==> src/include/abrd_cfg.svh <==
// constants for the auto-baud rate detector
//
// Operation
// RULE_01: measure only in asynchronous mode and while wake-on-break enable is clear.
// RULE_02: a start bit seen while armed begins the measurement sequence.
// RULE_03: setting the arm bit clears the divider counter, then waits for start.
// RULE_04: the remote end sends a 55h sync character for measurement.
// RULE_05: in measurement the receive line times the divider counter.
// RULE_06: counting starts at the first rising edge after the start bit.
// RULE_07: fifth rising edge leaves the divisor in place and clears the arm bit.
// RULE_08: counter wrap from FFFFh to 0000h sets the overflow flag.
// RULE_09: overflow flag is set by hardware and writable by software.
// RULE_10: after a wrap, measurement continues and the arm bit stays set.
// RULE_11: counter clock during measurement is one eighth of the configured rate.
// RULE_12: counter clock is oscillator over 512, 128 or 32 by the select bits.
// RULE_13: both divisor bytes count as one 16-bit counter while measuring.
// RULE_14: the receive state machine is held idle while measuring.
// RULE_15: fifth rising edge sets receive-complete; a buffer read clears it.
// RULE_16: with wake-on-break set, measurement uses the character after the break; here wake-on-break set blocks the start bit instead.
// RULE_17: software must not write the transmit buffer while armed.
// RULE_18: software must not arm during a transmission.
// RULE_19: software keeps the incoming baud rate within the measurable range.
// RULE_20: asynchronous mode is selected by a clear synchronous-mode bit.
// RULE_21: with both selects set, bit rate is oscillator over four times divisor plus one.
`ifndef ABRD_CFG_SVH
`define ABRD_CFG_SVH

// ***************************************************
// prescale ratios
// ***************************************************
`define ABRD_MEAS_DIV_NONE 512
`define ABRD_MEAS_DIV_ONE 128
`define ABRD_MEAS_DIV_BOTH 32
`define ABRD_MEAS_RATIO 8

// ***************************************************
// sequence and reset values
// ***************************************************
`define ABRD_LAST_EDGE 3'h5
`define ABRD_DIVISOR_RST 16'h0000
`define ABRD_DIVISOR_MAX 16'hFFFF

`endif

==> src/include/abrd_pkg.sv <==
// types for the auto-baud rate detector
package abrd_pkg;

    typedef enum logic [1:0] {
        ST_IDLE,
        ST_WAIT_START,
        ST_WAIT_RISE,
        ST_COUNT
    } abrd_state_t;

    typedef struct packed {
        abrd_state_t state;
        logic arm;
        logic measuring;
        logic [15:0] divisor;
        logic overflow;
        logic rxComplete;
        logic [2:0] edges;
        logic [15:0] rateCnt;
        logic bitTick;
        logic preClear;
        logic rxMeta;
        logic rxSync;
        logic rxPrev;
    } abrd_regs_t;

endpackage

==> src/verilog/abrd_prescaler.sv <==
// counter clock prescaler producing a one-cycle enable pulse
`timescale 1ns/1ps
`include "abrd_cfg.svh"
module abrd_prescaler #(
    parameter int PRE_W = 9
) (
    // clock and reset
    input wire logic core_clk,
    input wire logic rst_n,
    // control
    input wire logic clear,
    input wire logic measure,
    input wire logic wideDividerSelect,
    input wire logic highSpeedSelect,
    // enable out
    output logic tick
);

    logic [PRE_W-1:0] cnt_q;
    logic [PRE_W-1:0] cnt_d;
    logic tick_d;

    // elaboration check: the counter must hold the slowest ratio
    if ((2 ** PRE_W) < `ABRD_MEAS_DIV_NONE) begin : g_pre_too_small
        $error("abrd_prescaler: PRE_W too small for the slowest ratio");
    end

    // reload value: period minus one for the selected ratio
    function automatic logic [PRE_W-1:0] reloadOf(input logic meas, input logic wide,
                                                   input logic high);
        int period;
        period = `ABRD_MEAS_DIV_NONE;
        if (wide && high) begin
            period = `ABRD_MEAS_DIV_BOTH;
        end else if (wide || high) begin
            period = `ABRD_MEAS_DIV_ONE;
        end
        if (!meas) begin
            period = period / `ABRD_MEAS_RATIO; // see RULE_11
        end
        return PRE_W'(period - 1);
    endfunction

    // count down, pulse at zero, restart on clear
    always_comb begin
        tick_d = 1'b0;
        cnt_d = cnt_q - PRE_W'(1);
        if (clear) begin
            cnt_d = reloadOf(measure, wideDividerSelect, highSpeedSelect);
        end else if (cnt_q == '0) begin
            tick_d = 1'b1; // see RULE_12
            cnt_d = reloadOf(measure, wideDividerSelect, highSpeedSelect);
        end
    end

    // registers
    always_ff @(posedge core_clk or negedge rst_n) begin
        if (!rst_n) begin
            cnt_q <= '0;
            tick <= 1'b0;
        end else begin
            cnt_q <= cnt_d;
            tick <= tick_d;
        end
    end

endmodule // abrd_prescaler

==> src/verilog/abrd_detector.sv <==
// auto-baud measurement and baud divider for the enhanced serial port
`timescale 1ns/1ps
`include "abrd_cfg.svh"
module abrd_detector #(
    parameter int CNT_W = 16
) (
    // clock and reset
    input wire logic core_clk,
    input wire logic rst_n,
    // serial line
    input wire logic rxPin,
    // configuration
    input wire logic syncModeSelect,
    input wire logic wakeOnBreakEnable,
    input wire logic wideDividerSelect,
    input wire logic highSpeedSelect,
    // software strobes
    input wire logic autoBaudArmSet,
    input wire logic autoBaudArmClear,
    input wire logic divisorLowWrite,
    input wire logic divisorHighWrite,
    input wire logic [7:0] divisorWriteData,
    input wire logic overflowWrite,
    input wire logic overflowWriteData,
    input wire logic receiveBufferRead,
    // status
    output logic autoBaudArm,
    output logic autoBaudMeasurement,
    output logic autoBaudOverflowFlag,
    output logic receiveCompleteFlag,
    output logic [7:0] baudDivisorLow,
    output logic [7:0] baudDivisorHigh,
    output logic rxHoldIdle,
    output logic transmitLockout,
    output logic bitRateTick
);

    abrd_pkg::abrd_regs_t q;
    abrd_pkg::abrd_regs_t n;
    logic preTick;
    logic rxFall;
    logic rxRise;
    logic asyncMode;

    // elaboration check: both divisor bytes form exactly one 16-bit counter
    if (CNT_W != 16) begin : g_bad_cnt_width
        $error("abrd_detector: divider counter must be 16 bits");
    end

    // edge count after one more rising edge, wraps in three bits
    function automatic logic [2:0] edgeAfter(input logic [2:0] edges);
        return 3'(edges + 3'h1);
    endfunction

    // ***************************************************
    // counter clock prescaler
    // ***************************************************
    abrd_prescaler #(
        .PRE_W(9)
    ) u_abrd_prescaler (
        .core_clk(core_clk),
        .rst_n(rst_n),
        .clear(q.preClear),
        .measure(q.measuring),
        .wideDividerSelect(wideDividerSelect),
        .highSpeedSelect(highSpeedSelect),
        .tick(preTick)
    );

    // ***************************************************
    // line edges and mode
    // ***************************************************
    assign rxFall = q.rxPrev & ~q.rxSync;
    assign rxRise = ~q.rxPrev & q.rxSync;
    assign asyncMode = ~syncModeSelect; // see RULE_20

    // ***************************************************
    // next state
    // ***************************************************
    always_comb begin
        n = q;
        n.bitTick = 1'b0;
        n.preClear = 1'b0;
        // two-stage synchroniser then edge history
        n.rxMeta = rxPin;
        n.rxSync = q.rxMeta;
        n.rxPrev = q.rxSync;

        // software side effects
        if (divisorLowWrite && !q.measuring) begin
            n.divisor[7:0] = divisorWriteData;
        end
        if (divisorHighWrite && !q.measuring) begin
            n.divisor[15:8] = divisorWriteData;
        end
        if (overflowWrite) begin
            n.overflow = overflowWriteData; // see RULE_09
        end
        if (receiveBufferRead) begin
            n.rxComplete = 1'b0; // see RULE_15
        end
        if (autoBaudArmSet && !q.arm) begin
            n.arm = 1'b1;
            n.measuring = 1'b1; // see RULE_14
            n.divisor = `ABRD_DIVISOR_RST; // see RULE_03
            n.state = abrd_pkg::ST_WAIT_START;
        end

        case (q.state)
            abrd_pkg::ST_IDLE: begin
                // normal bit-rate generator from the divisor
                if (preTick) begin
                    if (q.rateCnt == 16'h0000) begin
                        n.bitTick = 1'b1; // see RULE_21
                        n.rateCnt = wideDividerSelect ? q.divisor : {8'h00, q.divisor[7:0]};
                    end else begin
                        n.rateCnt = 16'(q.rateCnt - 16'h0001);
                    end
                end
            end
            abrd_pkg::ST_WAIT_START: begin
                // start bit is ignored while wake-on-break enable is set
                if (asyncMode && !wakeOnBreakEnable && rxFall) begin // see RULE_01, RULE_16
                    n.state = abrd_pkg::ST_WAIT_RISE; // see RULE_02
                end
            end
            abrd_pkg::ST_WAIT_RISE: begin
                if (rxRise) begin
                    n.state = abrd_pkg::ST_COUNT; // see RULE_06
                    n.edges = 3'h1;
                    n.preClear = 1'b1;
                end
            end
            abrd_pkg::ST_COUNT: begin
                // line edges gate the divider as a bit timer
                if (preTick) begin
                    n.divisor = 16'(q.divisor + 16'h0001); // see RULE_05, RULE_13
                    if (q.divisor == `ABRD_DIVISOR_MAX) begin
                        n.overflow = 1'b1; // see RULE_08, RULE_10
                    end
                end
                // fifth rising edge ends the sync character
                if (rxRise) begin
                    if (edgeAfter(q.edges) == `ABRD_LAST_EDGE) begin
                        n.arm = 1'b0; // see RULE_07
                        n.measuring = 1'b0;
                        n.rxComplete = 1'b1; // see RULE_15
                        n.state = abrd_pkg::ST_IDLE;
                        n.rateCnt = 16'h0000;
                    end else begin
                        n.edges = edgeAfter(q.edges);
                    end
                end
            end
            default: begin
                n.state = abrd_pkg::ST_IDLE;
            end
        endcase

        // software abort of an armed sequence
        if (autoBaudArmClear) begin
            n.arm = 1'b0;
            n.measuring = 1'b0;
            n.state = abrd_pkg::ST_IDLE;
        end
    end

    // ***************************************************
    // state register
    // ***************************************************
    always_ff @(posedge core_clk or negedge rst_n) begin
        if (!rst_n) begin
            // line history resets to idle high so no false edge follows reset
            q <= '{
                state: abrd_pkg::ST_IDLE,
                arm: 1'b0,
                measuring: 1'b0,
                divisor: `ABRD_DIVISOR_RST,
                overflow: 1'b0,
                rxComplete: 1'b0,
                edges: 3'h0,
                rateCnt: 16'h0000,
                bitTick: 1'b0,
                preClear: 1'b0,
                rxMeta: 1'b1,
                rxSync: 1'b1,
                rxPrev: 1'b1
            };
        end else begin
            q <= n;
        end
    end

    // ***************************************************
    // outputs straight from flops
    // ***************************************************
    assign autoBaudArm = q.arm;
    assign autoBaudMeasurement = q.measuring;
    assign autoBaudOverflowFlag = q.overflow;
    assign receiveCompleteFlag = q.rxComplete;
    assign baudDivisorLow = q.divisor[7:0];
    assign baudDivisorHigh = q.divisor[15:8];
    assign rxHoldIdle = q.measuring; // see RULE_14
    assign transmitLockout = q.arm; // see RULE_17
    assign bitRateTick = q.bitTick;

endmodule // abrd_detector

==> config.mk <==
export PLATFORM = sky130hd
export DESIGN_NAME = abrd_detector
export DESIGN_NICKNAME = d
export VERILOG_FILES = /design/src/include/abrd_pkg.sv /design/src/verilog/abrd_prescaler.sv /design/src/verilog/abrd_detector.sv
export VERILOG_INCLUDE_DIRS = /design/src /design/src/include
export SDC_FILE = /design/constraint.sdc
export NUM_CORES = 1
export LEC_CHECK = 0
export CELL_PAD_IN_SITES_DETAIL_PLACEMENT = 1
export CELL_PAD_IN_SITES_GLOBAL_PLACEMENT = 1
export CORE_MARGIN = 2
export CORE_UTILIZATION = 40
export CTS_CLUSTER_DIAMETER = 50
export CTS_CLUSTER_SIZE = 12
export DETAILED_ROUTE_END_ITERATION = 10
export DONT_BUFFER_PORTS = 1
export GPL_TIMING_DRIVEN = 0
export HOLD_SLACK_MARGIN = 0.15
export PLACE_DENSITY_LB_ADDON = 0.1
export SETUP_SLACK_MARGIN = 0.15
export SYNTH_ARGS = -nofsm -noshare
export SYNTH_HDL_FRONTEND = slang
export SYNTH_SLANG_ARGS = --single-unit
==> constraint.sdc <==
create_clock -name core_clk -period 3.3 [get_ports core_clk]
set_clock_uncertainty 0.2 [all_clocks]
set_input_delay 0.66 -clock core_clk [delete_from_list [all_inputs] [get_ports core_clk]]
set_output_delay 0.66 -clock core_clk [all_outputs]
set_load 0.005 [all_outputs]
* Yosys cells after proc, flatten, opt, wreduce, memory -nomap -nowiden
Cells that the tools add are included.
** Word-level totals
- Output and inout port bits :: 23
- Register bits :: 56
- Input bits :: 22
- Logic and storage cells :: 101
** Cells by class
- Bitwise logic cells :: 7
- $add $sub $neg :: 8
- Multiplexer cells :: 42
- Reduce and logical (&&, ||, !) cells :: 19
- Eq/ne operators :: 10
** Operators with widths (count)
- $mux 32 :: 4
- $mux 9 :: 7
- $mux 20 :: 3
- $mux 16 :: 3
- $mux 17 :: 2
- $pmux 16 s2 :: 1
- $add 9x1->9 :: 2
- $sub 9x2->9 const B :: 2
- $add 16x1->16 const B :: 1
- $eq 16x16->1 const B :: 1
- $logic_not 16->1 :: 1
- $mux 8 :: 2
- $sub 16x1->16 const B :: 1
- $mux 4 :: 3
- $mux 1 :: 10
- $mux 10 :: 1
- $logic_not 9->1 :: 1
- $sub 9x1->9 const B :: 1
- $ne 2x2->1 const B :: 4
- $reduce_and 4->1 :: 2
- $logic_and 1x1->1 :: 6
- $mux 3 :: 2
- $pmux 2 s3 :: 1
- $pmux 3 s2 :: 1
- 13 further kinds :: 24

* Logic depth before layout (Yosys ltp)
Gate-level depths: netlist (run 1).
- Depth after elaboration :: 14
- Gate-level depth with buffers :: 8
- Depth with buffers taken out :: 7

* Modules after synthesis
A second synthesis (run 1) with hierarchy kept.
** Unflattened totals
- Cell total of the unflattened synthesis :: 387
- Area total of the unflattened synthesis :: 3423.3 µm²
** Modules (own cells, without submodules)
- abrd_detector :: times used 1, cells an instance 325, area each 2817.7 µm²
- abrd_prescaler :: times used 1, cells an instance 62, area each 605.6 µm²

* Least setup slack after synthesis (run 1)
Ideal clock, no wire load.
- Kind :: register -> register
- Start point :: register q[5] in the netlist's numbering
- End point :: register q[14] in the netlist's numbering
- Path slack :: 978 ps
- Clock period less this slack :: 2322 ps
- Stages on the path, launching flop included :: 9
- Buffers on the path :: 1
- Library setup time :: 132 ps
- Arrival time :: 1991 ps
- Path through :: dfrtp_1 inv_1 ha_1 or4b_4 nor4_4 buf_6 nor2_1 a31oi_1 o2bb2ai_1
** On the way
- Cells in the longest elaborated chain, start to end :: 4
- Elaborated cells between the ends (all ways) :: 5
** Ends and longest elaborated chain
- start, declared :: line abrd_detector.sv:38 : abrd_pkg::abrd_regs_t q;
- start signal, assigned :: line abrd_detector.sv:174 : q <= '{
- start signal, assigned :: line abrd_detector.sv:190 : q <= n;
- $sub 16x1->16 or $logic_not 16->1 (tied branches) :: line abrd_detector.sv:117, abrd_detector.sv:113
- $mux 16 (*) :: line abrd_detector.sv:113 : if (q.rateCnt == 16'h0000) begin
- $mux 17 (*) :: line abrd_detector.sv:112 : if (preTick) begin
- $pmux 16 s2 (*) :: line abrd_detector.sv:109 : case (q.state)
Mark *: on every way between the ends. The rest lies on a longest branch, timed or not. The select of a mux whose other input is x is not followed.
A chain may end at the register's enable or synchronous reset.

* Worst setup path in the final report (run 1)
- Start point :: register q[5] in the netlist's numbering
- End point :: register q[9] in the netlist's numbering
Same word-level chain as after synthesis.

==> impl_metrics.env, run 1 <==
export IMPL_synth_area_top_cells="dfrtp_1, nand2_1, o21ai_0"
export IMPL_cts_hold_buf=3
export IMPL_num_vias=3057
export IMPL_synthTopCellsByCount="dfrtp_1, nand2_1, nor2_1"
export IMPL_post_cts_buffers=0
export IMPL_ant_nets=0
export IMPL_tritoncts="done"
export IMPL_cts_resized=0
export IMPL_cts_made_buffers=5
export IMPL_path_clk_slew_ns=0.10
export IMPL_antenna_found_initial=0
export IMPL_port_buffers=0
export IMPL_grtUsageTotal=0.2207
export IMPL_drc=0
export IMPL_root_buffer="clkbuf_8"
export IMPL_synthDistinctLibCells=53
export IMPL_max_freq_mhz=354.6
export IMPL_crit_chain="inv_1, ha_1, nor4b_2, nand4_1, nand2_1, buf_2, o21ai_0, a32o_1"
export IMPL_worstPathArrival_ns=2.84
export IMPL_die_w_um=96.63
export IMPL_diodes=0
export IMPL_synth_net_count=430
export IMPL_yosysSeqAreaShare=0.4094
export IMPL_synth_top_area_share=0.3864
export IMPL_synth_edf_count=0
export IMPL_finalCritPeriodShare=0.8547
export IMPL_fin_util=0.4508
export IMPL_drive_gt1_frac=0.09268
export IMPL_drt_first_iter_violations=104
export IMPL_tns_ns=0
export IMPL_syn_area_um2=3432
export IMPL_grt_pass1_vias=3221
export IMPL_yosysWarnings=0
export IMPL_wl_um=9944
export IMPL_critPathRequiredTime_ns=3.32
export IMPL_fin_ws_ns=0.4796
export IMPL_worstSkewPairLatency_ns=0.32
export IMPL_min_period_ns=2.820
export IMPL_slew_headroom=0.4512
export IMPL_synthArstFlopShare=1.000
export IMPL_cellLeakagePower_nw=1.604
export IMPL_synth_most_common_cell="dfrtp_1"
export IMPL_core_area_um2=8258
export IMPL_startpoint_type="register"
export IMPL_fill_cells=1026
export IMPL_rows=33
export IMPL_status="finished, final reports clean"
export IMPL_die_area_um2=9337
export IMPL_cts_buffer_depth=2
export IMPL_cts_sinks=56
export IMPL_via_per_inst=5.936
export IMPL_path_max_fanout=10
export IMPL_post_drt_wl_per_cell_um=19.31
export IMPL_start_util=0.4156
export IMPL_first_pass_iters=4
export IMPL_cap_viol_max_count=0
export IMPL_cts_max_level=2
export IMPL_nets=440
export IMPL_dp_hpwl_um=7308
export IMPL_power_density_nw_per_um2=608.4
export IMPL_total_power_w=0.002265
export IMPL_ys_flop_type="dfrtp_1"
export IMPL_syn2layout_area_growth_pct=8.458
export IMPL_hold_path_class="register to register"
export IMPL_slew_viol_final=0
export IMPL_criticalPathCategory="register to register"
export IMPL_ys_seq_elements=56
export IMPL_critPathSlowestCell="nor4b_2"
export IMPL_place_ws_ns=0.4987
export IMPL_globalplace_congestion=0.7813
export IMPL_avgSynthCellArea_um2=8.602
export IMPL_hold_viol_final=0
export IMPL_grt_first_pass_wirelength_um=16830
export IMPL_grt_max_degree=57
export IMPL_critPathCaptureType="register"
export IMPL_synth_top_area_cell="dfrtp_1"
export IMPL_grt_overflow_total=0
export IMPL_slowest_delay_ns=0.59
export IMPL_io_pins=45
export IMPL_syn_inst=399
export IMPL_die_h_um=96.63
export IMPL_setup_viol=0
export IMPL_rsz0062_at_grt="no"
export IMPL_peakVddDrop_mv=0.2961
export IMPL_tightest_slew_ns=0.8169
sequential cells by signal (all words and copies together) (netlist names):
register,flops
autoBaudArm,1
autoBaudMeasurement,1
autoBaudOverflowFlag,1
baudDivisorHigh,8
baudDivisorLow,8
bitRateTick,1
n,2
q,23
receiveCompleteFlag,1
u_abrd_prescaler.cnt_q,9
u_abrd_prescaler.tick,1
per-stage QoR:
step	hold WS, ns	instances	cell area (um2)
5_1_grt	0.1748	515	3722
4_1_cts	0.1673	515	3722
3_5_place_dp	0.1514	504	3563
6_report	0.1642	515	3722
3_3_place_gp	0.1501	504	3563
2_1_floorplan	0.1452	399	3432
critical path, delay by kind of cell, from the launching register on:
| kind | cells | cell delay (ns) |
|---|---|---|
| compound gates | 2 | 0.37 |
| fa+ha+maj | 1 | 0.20 |
| flops | 1 | 0.42 |
| buf+inv | 2 | 0.36 |
| simple gates | 3 | 1.16 |
routing by layer:
layer	global-route usage	vias to the layer above	wire length, um
li1	-	1451	-
met1	0.2961	1541	4698
met2	0.3734	49	4823
met3	0.03251	16	249
met4	0.05959	0	173
met5	0	-	0
logic make-up after synthesis:
group / count (synthesis) / share of synthesized area
xor+xnor: 7 / 0.01786
flops: 56 / 0.4094
buf+inv: 47 / 0.07364
mux: 8 / 0.02370
compound gates: 102 / 0.1888
simple gates: 170 / 0.2537
fa+ha+maj: 9 / 0.03281
where the power goes:
part,leakage [nW],switching (W),internal [W],total (W)
Sequential,0.706,0.000173,0.000819,0.000992
Combinational,0.844,0.000465,0.000334,0.000798
Clock,0.0541,0.000249,0.000225,0.000475
Total,1.60,0.000887,0.00138,0.00226
final cells by class:
type	instances	area (um2)	share of cell area
multi-input combinational	296	1774	0.4766
buffer	33	200.2	0.05378
inverter	14	52.55	0.01412
tap	105	131.4	0.03529
timing repair buffer	3	47.55	0.01277
sequential	56	1405	0.3775
clock inverter	3	42.54	0.01143
clock buffer	5	68.82	0.01849
path summary, 6_finish.rpt:
check                       from                   endpoint  slack [ns]  depth (start not counted)
min                         n[1]                       n[0]        0.16                          0
min in group asynchronous  rst_n  u_abrd_prescaler.cnt_q[3]        0.65                          2
max                         q[5]                       q[9]        0.48                          8
min reg2reg                 n[1]                       n[0]        0.16                          0
max in group asynchronous  rst_n                       n[1]        1.95                          2
max reg2reg                 q[5]                       q[9]        0.48                          8
cell usage in the layout, fill, tap and decap left out, types with 2 or more instances in the layout:
master	n
o211ai_1	4
and3_1	4
o2bb2ai_1	4
mux2i_1	7
nand3b_1	3
clkbuf_8	5
nand2_1	43
buf_4	18
nor3_1	16
a211o_1	5
nand2b_1	7
nand3_1	21
dlygate4sd3_1	2
o31ai_1	3
o21ai_1	2
a22oi_1	2
xnor2_1	5
inv_1	14
ha_1	9
nor2_1	37
dfstp_2	3
o21ai_0	32
nor4b_1	2
nand4_1	8
nor2b_1	5
o221ai_1	4
o22ai_1	3
a21boi_0	4
a21oi_1	20
nor4_1	8
a21o_1	3
dfrtp_1	53
clkbuf_1	13
a31oi_1	7
or3_1	5
or4_1	2
nor3b_1	4
xor2_1	2
Power figures use the tool's default switching activity.
==> run 2: changes to the inputs <==
CORE_UTILIZATION = 48   (was 40)
clock period = 3.25 ns   (was 3.3 ns; I/O delays follow)
==> run 2 against run 1 <==
Compared with the run above:
- clock power is 12% lower
- sequential share of layout area up 0.28 points
- count of clock-buffer cells in the layout unchanged
- register-to-register slack got worse by 0.098 ns
- routed wire length is 1.8% lower
- design area fell by 0.74%
- global-route usage grew 4.3 points
- utilization up 8.7 points
- via count is 0.16% lower
- sequential power barely moved
- sequential cell count stayed put
- critical path type unchanged
- highest routed layer unchanged
==> impl_metrics.env, run 2 (synthesis results as in run 1) <==
export IMPL_fin_util=0.5379
export IMPL_critPathSlowestCell="nor4b_2"
export IMPL_pwr_share_seq=0.450
export IMPL_grt_max_degree=57
export IMPL_cts_hold_buf=3
export IMPL_multiInputGateArea_um2=1774
export IMPL_port_buffers=0
export IMPL_grtUsageTotal=0.2637
export IMPL_wl_um=9763
export IMPL_power_switching_w=0.0009133
export IMPL_final_area_um2=3695
export IMPL_final_cell_mix="dfrtp_1, nand2_1, nor2_1, o21ai_0, nand3_1"
export IMPL_switching_share=0.4073
export IMPL_cts_sinks=56
export IMPL_cts_max_level=2
export IMPL_die_w_um=88.56
export IMPL_worstSkewPairLatency_ns=0.32
export IMPL_syn2layout_area_growth_pct=7.656
export IMPL_grt_first_pass_wirelength_um=15990
export IMPL_worstPathArrival_ns=2.89
export IMPL_final_cell_count_no_fill=506
export IMPL_power_density_nw_per_um2=606.8
export IMPL_critPathRequiredTime_ns=3.28
export IMPL_p_comb_frac=0.364
export IMPL_dpl_cell_area_um2=3552
export IMPL_ant_nets=0
export IMPL_cts_buffer_depth=2
export IMPL_path_max_fanout=10
export IMPL_cellLeakagePower_nw=1.599
export IMPL_cap_viol_max_count=0
export IMPL_largest_register_ff_count=23
export IMPL_tightest_slew_ns=0.8853
export IMPL_diodes=0
export IMPL_first_pass_iters=4
export IMPL_slew_viol_final=0
export IMPL_post_cts_buffers=0
export IMPL_grt_overflow_total=0
export IMPL_top_register="q"
export IMPL_nets=440
export IMPL_die_area_um2=7843
export IMPL_max_freq_mhz=348.6
export IMPL_cts_made_buffers=5
export IMPL_via_per_inst=6.032
export IMPL_critPathCaptureType="register"
export IMPL_numPlacedInstances=495
export IMPL_criticalPathCategory="register to register"
export IMPL_slowest_delay_ns=0.59
export IMPL_fill_cells=827
export IMPL_fin_ws_ns=0.3812
export IMPL_drive_gt1_frac=0.09268
export IMPL_grt_pass1_vias=3196
export IMPL_slew_headroom=0.4052
export IMPL_path_clk_slew_ns=0.12
export IMPL_post_drt_wl_per_cell_um=19.29
export IMPL_drt_first_iter_violations=148
export IMPL_start_util=0.4996
export IMPL_rows=30
export IMPL_die_h_um=88.56
export IMPL_hold_path_class="register to register"
export IMPL_peakVddDrop_mv=0.2233
export IMPL_r2r_slack_ns=0.38
export IMPL_critPathTopFamily="simple AND/OR/NAND/NOR gates"
export IMPL_finalCritPeriodShare=0.8827
export IMPL_largestRegisters="q: 23 flops, u_abrd_prescaler.cnt_q: 9 flops"
export IMPL_cts_resized=0
export IMPL_power_frac_clock=0.187
export IMPL_crit_chain="inv_1, ha_1, nor4b_2, nand4_1, nand2_1, buf_2, o21ai_0, a32o_1"
export IMPL_path_buf_inv=2
export IMPL_p_int_w=0.001329
export IMPL_tns_ns=0
export IMPL_io_pins=45
export IMPL_antenna_found_initial=0
export IMPL_place_ws_ns=0.4591
export IMPL_dp_hpwl_um=7060
export IMPL_hold_viol_final=0
export IMPL_layout_commonest_cell="dfrtp_1"
export IMPL_core_area_um2=6869
export IMPL_drc=0
export IMPL_tritoncts="done"
export IMPL_globalplace_congestion=0.8141
export IMPL_startpoint_type="register"
export IMPL_rsz0062_at_grt="no"
export IMPL_min_period_ns=2.869
export IMPL_register_area_um2=1405
export IMPL_status="finished, final reports clean"
export IMPL_num_vias=3052
export IMPL_setup_viol=0
export IMPL_root_buffer="clkbuf_8"
==> run 2: final cells by class <==
class | instances | share of cell area
Sequential cell | 56 | 0.3803
Multi-Input combinational cell | 296 | 0.4802
Tap cell | 96 | 0.03251
Clock buffer | 5 | 0.01863
Buffer | 33 | 0.05418
Clock inverter | 3 | 0.007111
Timing Repair Buffer | 3 | 0.01287
Inverter | 14 | 0.01422
==> run 2: path summary, 6_finish.rpt <==
check	end	startpoint	cells past startpoint
worst max-delay path	q[9]	q[5]	8
worst min register to register	n[0]	n[1]	0
worst max register to register	q[9]	q[5]	8
min in group asynchronous	u_abrd_prescaler.cnt_q[4]	rst_n	2
max in group asynchronous	q[0]	rst_n	2
worst min-delay path	n[0]	n[1]	0
==> run 2: power groups by stage <==
stage | Combinational, W | Clock (W) | Sequential [W]
after floorplan | 0.000635 | 0 | 0.000958
after global placement | 0.000758 | 0 | 0.00100
after detailed placement | 0.000784 | 0 | 0.00102
after CTS | 0.000811 | 0.000426 | 0.00100
after global routing | 0.000928 | 0.000450 | 0.00103
final | 0.000816 | 0.000418 | 0.00101
==> run 2: through the flow <==
| stage | total power, W | hold WS, ns |
|---|---|---|
| after global routing | 0.002405 | 0.1588 |
| after CTS | 0.002239 | 0.1653 |
| after detailed placement | 0.001802 | 0.1473 |
| final | 0.002242 | 0.1654 |
| after floorplan | 0.001594 | 0.1452 |
| after global placement | 0.001762 | 0.1500 |
==> run 2: metal layers <==
layer,wire (um),share of wire,vias up,track usage
met5,0,0,-,0
met4,85,0.0087,0,0.06198
met3,391,0.040,10,0.05131
met2,4864,0.50,69,0.4375
met1,4423,0.45,1509,0.3586
li1,-,-,1464,-
